[src/gpipm_pkg.sv]
package gpipm_pkg;
    localparam int NPORT = 2;
    localparam int PW = 32;
    localparam int NPIN = 64;
    localparam int NSLOT = 8;
    localparam int NGRP = 2;
    // register action codes, used for writes and reads
    localparam logic [2:0] ACT_DATA = 3'h0;
    localparam logic [2:0] ACT_MASKED = 3'h1;
    localparam logic [2:0] ACT_SET = 3'h2;
    localparam logic [2:0] ACT_CLR = 3'h3;
    localparam logic [2:0] ACT_TOG = 3'h4;
    localparam logic [2:0] ACT_DIR = 3'h5;
    localparam logic [2:0] ACT_MASK = 3'h6;
    localparam logic [2:0] ACT_PIN = 3'h7;
    // reset values
    localparam logic [PW-1:0] OUT_RST = 32'h0000_0000;
    localparam logic [PW-1:0] DIR_RST = 32'h0000_0000;
    localparam logic [PW-1:0] MASK_RST = 32'h0000_0000;
    // pattern slice conditions
    localparam logic [2:0] PM_ONE = 3'h0;
    localparam logic [2:0] PM_ST_RISE = 3'h1;
    localparam logic [2:0] PM_ST_FALL = 3'h2;
    localparam logic [2:0] PM_ST_EDGE = 3'h3;
    localparam logic [2:0] PM_HIGH = 3'h4;
    localparam logic [2:0] PM_LOW = 3'h5;
    localparam logic [2:0] PM_ZERO = 3'h6;
    localparam logic [2:0] PM_EV_EDGE = 3'h7;
    // power modes
    localparam logic [1:0] PWR_ACTIVE = 2'h0;
    localparam logic [1:0] PWR_SLEEP = 2'h1;
    localparam logic [1:0] PWR_DEEP = 2'h2;
    localparam logic [1:0] PWR_DOWN = 2'h3;
endpackage

[src/gpipm_pint_if.sv]
`timescale 1ns/1ps
interface gpipm_pint_if;
    logic [7:0] lvl;
    logic [7:0] irq;
    logic match;
    modport src(output lvl, input irq, match);
    modport eng(input lvl, output irq, match);
endinterface

[src/gpipm_pint.sv]
`timescale 1ns/1ps
module gpipm_pint
    import gpipm_pkg::*;
(
    // clock and reset
    input wire logic clk_in,
    input wire logic rst_n_in,
    // selected pin levels and requests
    gpipm_pint_if.eng bus,
    // pin interrupt config
    input wire logic [7:0] level_mode_in,
    input wire logic [7:0] level_low_in,
    input wire logic [7:0] rise_en_in,
    input wire logic [7:0] fall_en_in,
    input wire logic [7:0] edge_clr_in,
    // pattern engine config
    input wire logic pm_en_in,
    input wire logic [7:0][2:0] pm_src_in,
    input wire logic [7:0][2:0] pm_cond_in,
    input wire logic [7:0] pm_endpt_in
);
    logic [7:0] prev_r;
    logic [7:0] flag_r;
    logic [7:0] st_r;
    logic [7:0] rise;
    logic [7:0] fall;
    logic [7:0] pint_req;
    logic [7:0] slice_ok;
    logic [7:0] term;
    logic run;

    assign rise = bus.lvl & ~prev_r;
    assign fall = ~bus.lvl & prev_r;

    always_ff @(posedge clk_in or negedge rst_n_in) begin
        if (!rst_n_in) begin
            prev_r <= 8'h00;
        end else begin
            prev_r <= bus.lvl;
        end
    end

    // sticky edge flags, set wins over clear
    always_ff @(posedge clk_in or negedge rst_n_in) begin
        if (!rst_n_in) begin
            flag_r <= 8'h00;
        end else begin
            flag_r <= (flag_r & ~edge_clr_in) | (rise & rise_en_in) | (fall & fall_en_in);
        end
    end

    assign pint_req = (level_mode_in & (bus.lvl ^ level_low_in)) | (~level_mode_in & flag_r);

    // pattern slices
    always_comb begin
        for (int i = 0; i < NSLOT; i++) begin
            case (pm_cond_in[i])
                PM_ONE: slice_ok[i] = 1'b1;
                PM_ST_RISE, PM_ST_FALL, PM_ST_EDGE: slice_ok[i] = st_r[i];
                PM_HIGH: slice_ok[i] = bus.lvl[pm_src_in[i]];
                PM_LOW: slice_ok[i] = ~bus.lvl[pm_src_in[i]];
                PM_EV_EDGE: slice_ok[i] = rise[pm_src_in[i]] | fall[pm_src_in[i]];
                default: slice_ok[i] = 1'b0;
            endcase
        end
    end

    // product terms end at endpoint slices
    always_comb begin
        run = 1'b1;
        term = 8'h00;
        for (int i = 0; i < NSLOT; i++) begin
            run = run & slice_ok[i];
            if (pm_endpt_in[i]) begin
                term[i] = run;
                run = 1'b1;
            end
        end
    end

    always_ff @(posedge clk_in or negedge rst_n_in) begin
        if (!rst_n_in) begin
            st_r <= 8'h00;
        end else begin
            for (int i = 0; i < NSLOT; i++) begin
                if (!pm_en_in || (|term)) begin
                    st_r[i] <= 1'b0;
                end else if ((pm_cond_in[i] == PM_ST_RISE && rise[pm_src_in[i]])
                             || (pm_cond_in[i] == PM_ST_FALL && fall[pm_src_in[i]])
                             || (pm_cond_in[i] == PM_ST_EDGE && (rise[pm_src_in[i]] | fall[pm_src_in[i]]))) begin
                    st_r[i] <= 1'b1;
                end
            end
        end
    end

    always_ff @(posedge clk_in or negedge rst_n_in) begin
        if (!rst_n_in) begin
            bus.irq <= 8'h00;
            bus.match <= 1'b0;
        end else begin
            bus.irq <= pm_en_in ? term : pint_req;
            bus.match <= pm_en_in & (|term);
        end
    end
endmodule

[src/gpipm_top.sv]
`timescale 1ns/1ps
// Function
// - two 32-bit ports, 64 pins, each pin gpio unless a peripheral or the event routing owns it
// - pin read returns synchronised pad level whatever function owns the pin
// - per-pin direction bit, all pins inputs after reset
// - set, clear, toggle change only bits written as one
// - mask register protects masked bits in masked reads and writes
// - byte, halfword and word writes via byte enables; word writes whole port
// - eight selectable pins, each with its own interrupt request
// - edge mode fires on rising, falling or both edges
// - level mode active high or low, request held while level active
// - pattern engine evaluates product terms over levels and transitions
// - each product term raises its own interrupt request
// - any match optionally pulses cpu event, routable to a pin
// - two group interrupts from programmed pin combinations
// - group wakes from sleep, deep-sleep, power-down; pin irq sleep, deep-sleep
// - pattern engine wakes only in active and sleep modes
module gpipm_top
    import gpipm_pkg::*;
(
    // clock and reset
    input wire logic clk_in,
    input wire logic rst_n_in,
    // pads
    input wire logic [NPIN-1:0] pad_in_in,
    output logic [NPIN-1:0] pad_out_out,
    output logic [NPIN-1:0] pad_oe_out,
    // peripheral function routing
    input wire logic [NPIN-1:0] periph_own_in,
    input wire logic [NPIN-1:0] periph_out_in,
    input wire logic [NPIN-1:0] periph_oe_in,
    // register write port
    input wire logic wr_en_in,
    input wire logic [2:0] wr_act_in,
    input wire logic wr_port_in,
    input wire logic [3:0] wr_be_in,
    input wire logic [PW-1:0] wr_data_in,
    // register read port
    input wire logic rd_en_in,
    input wire logic [2:0] rd_act_in,
    input wire logic rd_port_in,
    output logic [PW-1:0] rd_data_out,
    output logic rd_valid_out,
    // pin interrupt config
    input wire logic [7:0][5:0] pint_sel_in,
    input wire logic [7:0] pint_level_mode_in,
    input wire logic [7:0] pint_level_low_in,
    input wire logic [7:0] pint_rise_en_in,
    input wire logic [7:0] pint_fall_en_in,
    input wire logic [7:0] pint_edge_clr_in,
    // pattern engine config
    input wire logic pm_en_in,
    input wire logic [7:0][2:0] pm_src_in,
    input wire logic [7:0][2:0] pm_cond_in,
    input wire logic [7:0] pm_endpt_in,
    input wire logic pm_ev_en_in,
    input wire logic ev_pin_en_in,
    input wire logic [5:0] ev_pin_sel_in,
    // group interrupt config
    input wire logic [NGRP-1:0][NPIN-1:0] grp_ena_in,
    input wire logic [NGRP-1:0][NPIN-1:0] grp_pol_in,
    input wire logic [NGRP-1:0] grp_and_in,
    // power mode
    input wire logic [1:0] pwr_mode_in,
    // requests
    output logic [7:0] pint_irq_out,
    output logic cpu_event_out,
    output logic [NGRP-1:0] grp_irq_out,
    output logic wake_out
);
    logic [NPIN-1:0] pad_s1_r;
    logic [NPIN-1:0] pad_s2_r;
    logic [NPORT-1:0][PW-1:0] out_r;
    logic [NPORT-1:0][PW-1:0] dir_r;
    logic [NPORT-1:0][PW-1:0] mask_r;
    logic [PW-1:0] bm;
    logic [PW-1:0] wd;
    logic [PW-1:0] pin_port;
    logic match_d_r;
    logic [NPIN-1:0] gpio_out;
    logic [NPIN-1:0] gpio_oe;
    logic [NPIN-1:0] ev_hit;
    logic [NGRP-1:0] grp_hit;

    gpipm_pint_if pint_bus();

    function automatic logic [PW-1:0] be_bits(input logic [3:0] be);
        logic [PW-1:0] r;
        r = '0;
        for (int b = 0; b < 4; b++) begin
            r[b*8 +: 8] = {8{be[b]}};
        end
        return r;
    endfunction

    function automatic logic [PW-1:0] merge(input logic [PW-1:0] old, input logic [PW-1:0] d,
                                            input logic [PW-1:0] en);
        return (old & ~en) | (d & en);
    endfunction

    // pad synchroniser
    always_ff @(posedge clk_in or negedge rst_n_in) begin
        if (!rst_n_in) begin
            pad_s1_r <= 64'h0000_0000_0000_0000;
            pad_s2_r <= 64'h0000_0000_0000_0000;
        end else begin
            pad_s1_r <= pad_in_in;
            pad_s2_r <= pad_s1_r;
        end
    end

    assign bm = be_bits(wr_be_in);
    assign wd = wr_data_in & bm;

    // output data register
    always_ff @(posedge clk_in or negedge rst_n_in) begin
        if (!rst_n_in) begin
            out_r <= {NPORT{OUT_RST}};
        end else if (wr_en_in) begin
            case (wr_act_in)
                ACT_DATA: out_r[wr_port_in] <= merge(out_r[wr_port_in], wr_data_in, bm);
                ACT_MASKED: out_r[wr_port_in] <= merge(out_r[wr_port_in], wr_data_in,
                                                       bm & ~mask_r[wr_port_in]);
                ACT_SET: out_r[wr_port_in] <= out_r[wr_port_in] | wd;
                ACT_CLR: out_r[wr_port_in] <= out_r[wr_port_in] & ~wd;
                ACT_TOG: out_r[wr_port_in] <= out_r[wr_port_in] ^ wd;
                default: out_r <= out_r;
            endcase
        end
    end

    // direction, one means output
    always_ff @(posedge clk_in or negedge rst_n_in) begin
        if (!rst_n_in) begin
            dir_r <= {NPORT{DIR_RST}};
        end else if (wr_en_in && wr_act_in == ACT_DIR) begin
            dir_r[wr_port_in] <= merge(dir_r[wr_port_in], wr_data_in, bm);
        end
    end

    // mask, one protects the bit
    always_ff @(posedge clk_in or negedge rst_n_in) begin
        if (!rst_n_in) begin
            mask_r <= {NPORT{MASK_RST}};
        end else if (wr_en_in && wr_act_in == ACT_MASK) begin
            mask_r[wr_port_in] <= merge(mask_r[wr_port_in], wr_data_in, bm);
        end
    end

    assign pin_port = rd_port_in ? pad_s2_r[2*PW-1:PW] : pad_s2_r[PW-1:0];

    // register reads
    always_ff @(posedge clk_in or negedge rst_n_in) begin
        if (!rst_n_in) begin
            rd_data_out <= 32'h0000_0000;
            rd_valid_out <= 1'b0;
        end else begin
            rd_valid_out <= rd_en_in;
            if (rd_en_in) begin
                case (rd_act_in)
                    ACT_PIN: rd_data_out <= pin_port;
                    ACT_MASKED: rd_data_out <= pin_port & ~mask_r[rd_port_in];
                    ACT_DATA, ACT_SET, ACT_CLR, ACT_TOG: rd_data_out <= out_r[rd_port_in];
                    ACT_DIR: rd_data_out <= dir_r[rd_port_in];
                    ACT_MASK: rd_data_out <= mask_r[rd_port_in];
                    default: rd_data_out <= 32'h0000_0000;
                endcase
            end
        end
    end

    // pin selection into the interrupt and pattern unit
    always_comb begin
        for (int i = 0; i < NSLOT; i++) begin
            pint_bus.lvl[i] = pad_s2_r[pint_sel_in[i]];
        end
    end

    gpipm_pint i_gpipm_pint (
        .clk_in(clk_in),
        .rst_n_in(rst_n_in),
        .bus(pint_bus.eng),
        .level_mode_in(pint_level_mode_in),
        .level_low_in(pint_level_low_in),
        .rise_en_in(pint_rise_en_in),
        .fall_en_in(pint_fall_en_in),
        .edge_clr_in(pint_edge_clr_in),
        .pm_en_in(pm_en_in),
        .pm_src_in(pm_src_in),
        .pm_cond_in(pm_cond_in),
        .pm_endpt_in(pm_endpt_in)
    );

    assign gpio_out = {out_r[1], out_r[0]};
    assign gpio_oe = {dir_r[1], dir_r[0]};
    assign ev_hit = ev_pin_en_in ? (64'h0000_0000_0000_0001 << ev_pin_sel_in) : 64'h0000_0000_0000_0000;

    // pad drive, peripheral wins, then event routing, then gpio
    always_ff @(posedge clk_in or negedge rst_n_in) begin
        if (!rst_n_in) begin
            pad_out_out <= 64'h0000_0000_0000_0000;
            pad_oe_out <= 64'h0000_0000_0000_0000;
        end else begin
            for (int i = 0; i < NPIN; i++) begin
                if (periph_own_in[i]) begin
                    pad_out_out[i] <= periph_out_in[i];
                    pad_oe_out[i] <= periph_oe_in[i];
                end else if (ev_hit[i]) begin
                    pad_out_out[i] <= cpu_event_out;
                    pad_oe_out[i] <= 1'b1;
                end else begin
                    pad_out_out[i] <= gpio_out[i];
                    pad_oe_out[i] <= gpio_oe[i];
                end
            end
        end
    end

    // group combinations
    always_comb begin
        for (int g = 0; g < NGRP; g++) begin
            if (grp_and_in[g]) begin
                grp_hit[g] = (|grp_ena_in[g]) && (&(~grp_ena_in[g] | (pad_s2_r ^ grp_pol_in[g])));
            end else begin
                grp_hit[g] = |(grp_ena_in[g] & (pad_s2_r ^ grp_pol_in[g]));
            end
        end
    end

    always_ff @(posedge clk_in or negedge rst_n_in) begin
        if (!rst_n_in) begin
            pint_irq_out <= 8'h00;
            grp_irq_out <= 2'h0;
            match_d_r <= 1'b0;
            cpu_event_out <= 1'b0;
        end else begin
            pint_irq_out <= pint_bus.irq;
            grp_irq_out <= grp_hit;
            match_d_r <= pint_bus.match;
            cpu_event_out <= pm_ev_en_in & pint_bus.match & ~match_d_r;
        end
    end

    // wake-up qualified by power mode
    always_ff @(posedge clk_in or negedge rst_n_in) begin
        if (!rst_n_in) begin
            wake_out <= 1'b0;
        end else begin
            case (pwr_mode_in)
                PWR_ACTIVE, PWR_SLEEP: wake_out <= (|grp_irq_out) | (|pint_irq_out);
                PWR_DEEP: wake_out <= (|grp_irq_out) | (~pm_en_in & (|pint_irq_out));
                PWR_DOWN: wake_out <= |grp_irq_out;
                default: wake_out <= 1'b0;
            endcase
        end
    end
endmodule

[config.mk]
export PLATFORM = sky130hd
export DESIGN_NAME = gpipm_top
export DESIGN_NICKNAME = d
export VERILOG_FILES = /design/src/gpipm_pkg.sv /design/src/gpipm_pint_if.sv /design/src/gpipm_pint.sv /design/src/gpipm_top.sv
export SDC_FILE = /design/constraint.sdc
export NUM_CORES = 2
export LEC_CHECK = 0
export BUFFER_PORTS_ARGS = -buffer_cell sky130_fd_sc_hd__buf_4
export CORE_AREA = 2 2 351 353
export DETAILED_ROUTE_END_ITERATION = 7
export DIE_AREA = 0 0 353 355
export SYNTH_ARGS = -nofsm -noshare
export SYNTH_HDL_FRONTEND = slang
export SYNTH_SLANG_ARGS = --single-unit
[constraint.sdc]
create_clock -name clk_in -period 10.55 [get_ports clk_in]
set_clock_uncertainty 0.15 [all_clocks]
set_input_delay 0.5275 -clock clk_in [delete_from_list [all_inputs] [get_ports clk_in]]
set_output_delay 0.5275 -clock clk_in [all_outputs]
set_load 0.02 [all_outputs]
==> results.ini <==
[sta]
max_slew.worst_pin.slew_ns = 1.14
finalSetupViolCount = 0
max_freq_mhz = 171
relSlewSlack = 0.239
whs_ns = 0.0377
final.setup.worst_slack_ns = 4.71
period_needed_ns = 5.84
tns_ns = 0
rsz0062_at_grt = no
hold_viol_final = 0
slew_violations = 0
min_period_over_period = 0.553

[clock_network]
clock-sinks = 527
cts_post_setup_buffers_inserted = 0
cts_buffers = 61
cts-root-buf = clkbuf_16
htreeDepth = 2
path_clk_slew_ns = 0.06
cts_tree = built
clock_latency_ns = 0.63
cts_max_path_buffers = 3

[drt]
routedWlPerCell_um = 27.9
drt-total-wl_um = 188000
via_per_inst = 5.43
drt_iter0_drc = 3225
vias = 36500
dr.pass1.iters = 6
ant_nets = 0
post-route-drc-count = 0

[critical_path]
cpPeakStageDelay_ns = 0.77
worstPathMaxFanout = 11
critPathTopFamily = compound AO/OA/AOI/OAI gates
cp-start-kind = register
arrival_ns = 6.21
crit_required_ns = 10.92
cpMaxStageDelayCell = dfrtp_1
path_cells = mux4_2, mux2i_1, a221oi_2, a22oi_2, inv_2, nand2b_2, nor2_1, a2111oi_0, a2111o_1, a2111oi_4, a2111o_1, o211a_1, a211oi_1, o32ai_1, dlygate4sd3_1
cp_common_cell = a2111o_1
crit_buf_inv = 2
critical_path_class = reg -> reg
setup.worst_path.end_class = register

[synth]
yosys_register_bits = 527
avgSynthCellArea_um2 = 9.38
async_reset_ff_frac = 1.00
ys.flop_type = dfrtp_1
synth_cells = 3829
synth_top_area_share = 0.367
synth.distinct_cells = 102
synth-warning-count = 0
synth.top_cells.by_area = dfrtp_1 37%, mux2i_1 11%, mux2_2 5.5%
synth_seq_area_share = 0.367
synth.cell_area_mm2 = 0.0359
synth_edf_count = 0
synth.net_count = 4610
synth_top_area_cell = dfrtp_1

[final_layout]
nets = 5816
final_layout_size_suffix_gt1_frac = 0.262
register_area_mm2 = 0.0132
fin_util = 0.417
multi_input_area_mm2 = 0.0207
syn_to_final_growth_pct = 41.0
stdcell_count = 6731
fill_cells = 11800

[place]
gp_congestion = 1.03
placed_cells = 6127
io_buffers = 889
hpwl_um = 139000
dp_slack_ns = 4.89

[die]
die_h_um = 355
io_pins = 890
dieArea_mm2 = 0.125
initial_core_util = 0.296
coreArea_mm2 = 0.121
dieWidth_um = 353
rows = 128

[global_routing]
track_usage = 0.289
grt_pass1_vias = 37400
grt_pass1_wl_um = 265000
grt.overflow.total = 0
antenna_found_initial = 36
grt_max_degree = 136

[pwr]
vdd_drop_max_mv = 0.133
power_density_mw_per_mm2 = 141
leakagePower_nw = 22.7

[min_path]
worstHoldPathType = in -> reg

[status]
status = finished, final reports clean

[flow_run]
max_cap_viol_count = 0

## logic make-up after synthesis
family / share of synthesized area
flops: 0.367
mux: 0.222
buf+inv: 0.0558
xor+xnor: 0.0346
compound gates: 0.164
fa+ha+maj: 0.0223
simple gates: 0.134
## flip-flops by register name (all words and copies together), names as in the netlist
signal	count
i_gpipm_pint.st_r	8
gpio_out	64
pad_out_out	64
rd_data_out	32
pint_irq_out	8
dir_r	64
pad_s2_r	64
i_gpipm_pint.bus.irq	8
i_gpipm_pint.prev_r	8
grp_irq_out	2
pad_s1_r	64
wake_out	1
pad_oe_out	64
rd_valid_out	1
mask_r	64
match_d_r	1
cpu_event_out	1
i_gpipm_pint.bus.match	1
i_gpipm_pint.flag_r	8
## cell type report
cell class                 count  share of cell area
antenna                       20            0.000989
clock buffer                  85              0.0353
clock inverter                29             0.00727
inverter                     220              0.0163
multi-input combinational   2838               0.410
sequential                   527               0.261
tap                         1625              0.0402
timing repair buffer        1387               0.230
## routing by layer
layer / vias to the layer above / track usage / wire length (um)
met5: - / 0 / 110
met4: 16 / 0.136 / 9970
met3: 436 / 0.0535 / 13100
met2: 1718 / 0.500 / 91600
met1: 18100 / 0.347 / 73200
li1: 16300 / - / -
## final timing paths
path / startpoint / to / slack, ns / cells after the start
hold / removal: periph_oe_in[48] / pad_oe_out[48] / 0.04 / 3
setup / recovery: pad_s2_r[32] / i_gpipm_pint.bus.irq[6] / 4.71 / 15
min in group asynchronous: rst_n_in / pad_out_out[48] / 0.28 / 2
setup reg to reg: pad_s2_r[32] / i_gpipm_pint.bus.irq[6] / 4.71 / 15
max in group asynchronous: rst_n_in / pad_s1_r[45] / 7.64 / 4
hold reg to reg: pad_s1_r[42] / pad_s2_r[42] / 0.18 / 0
## per-stage QoR
step                      area [um2]  total power (W)
after CTS                      50600          0.00715
final                          50600          0.00714
after global routing           50600          0.00746
after detailed placement       43700          0.00466
after floorplan                35900          0.00366
after global placement         43700          0.00464
## synth_stat cells, types with 6 or more instances
library cell	number
xnor2_1	13
buf_2	46
nand2b_1	46
nor2b_1	33
mux4_2	77
buf_1	23
or2_2	13
o21ai_0	356
o21a_1	6
buf_6	15
a221oi_1	27
nor3_1	56
nor2_1	302
o211ai_1	96
buf_4	11
a21oi_1	90
clkbuf_1	146
xor2_1	129
o2111ai_1	11
mux4_1	9
nand3_1	43
nand3b_1	11
a211oi_1	10
a31oi_1	13
nor4_1	51
nand4_1	27
and2_1	16
inv_1	214
ha_1	64
o221ai_1	7
nor3b_1	10
nand2_1	420
a22o_1	24
mux2i_1	397
a211o_1	6
mux2_2	176
o22ai_1	104
a311oi_1	7
a22oi_1	75
dfrtp_1	527
## where the power goes
group,switching [W],leakage [nW],internal (W)
Combinational,0.00122,15.2,0.00104
Clock,0.000925,1.06,0.00136
Sequential,0.000297,6.48,0.00230
Total,0.00244,22.7,0.00470
## placed cells by master, fill, tap and decap left out, types with 24 or more instances in the layout
cell type / n
dlygate4sd3_1: 470
o21ai_0: 356
mux2i_1: 397
a21oi_1: 90
nand3_1: 41
buf_4: 914
clkbuf_16: 62
nor2_1: 301
xor2_1: 129
ha_1: 64
a221oi_1: 27
nand2b_1: 46
nand4_1: 27
dfrtp_1: 526
o22ai_1: 104
mux2_2: 176
mux4_2: 77
a22oi_1: 75
inv_1: 213
nor3_1: 56
a22o_1: 24
nor4_1: 51
nand2_1: 419
o211ai_1: 96
nor2b_1: 33
## worst min-delay path, delay by kind of cell
kind	cells	cell delay, ns
compound gates	1	0.13
simple gates	1	0.04
buf+inv	1	0.08
## repair_timing
item                      in CTS  in global routing
hold buffers                 470                  0
gates resized for setup        0                  0
hold endpoints to repair     390                  0
Note: power is estimated with default switching activity, not from simulation.
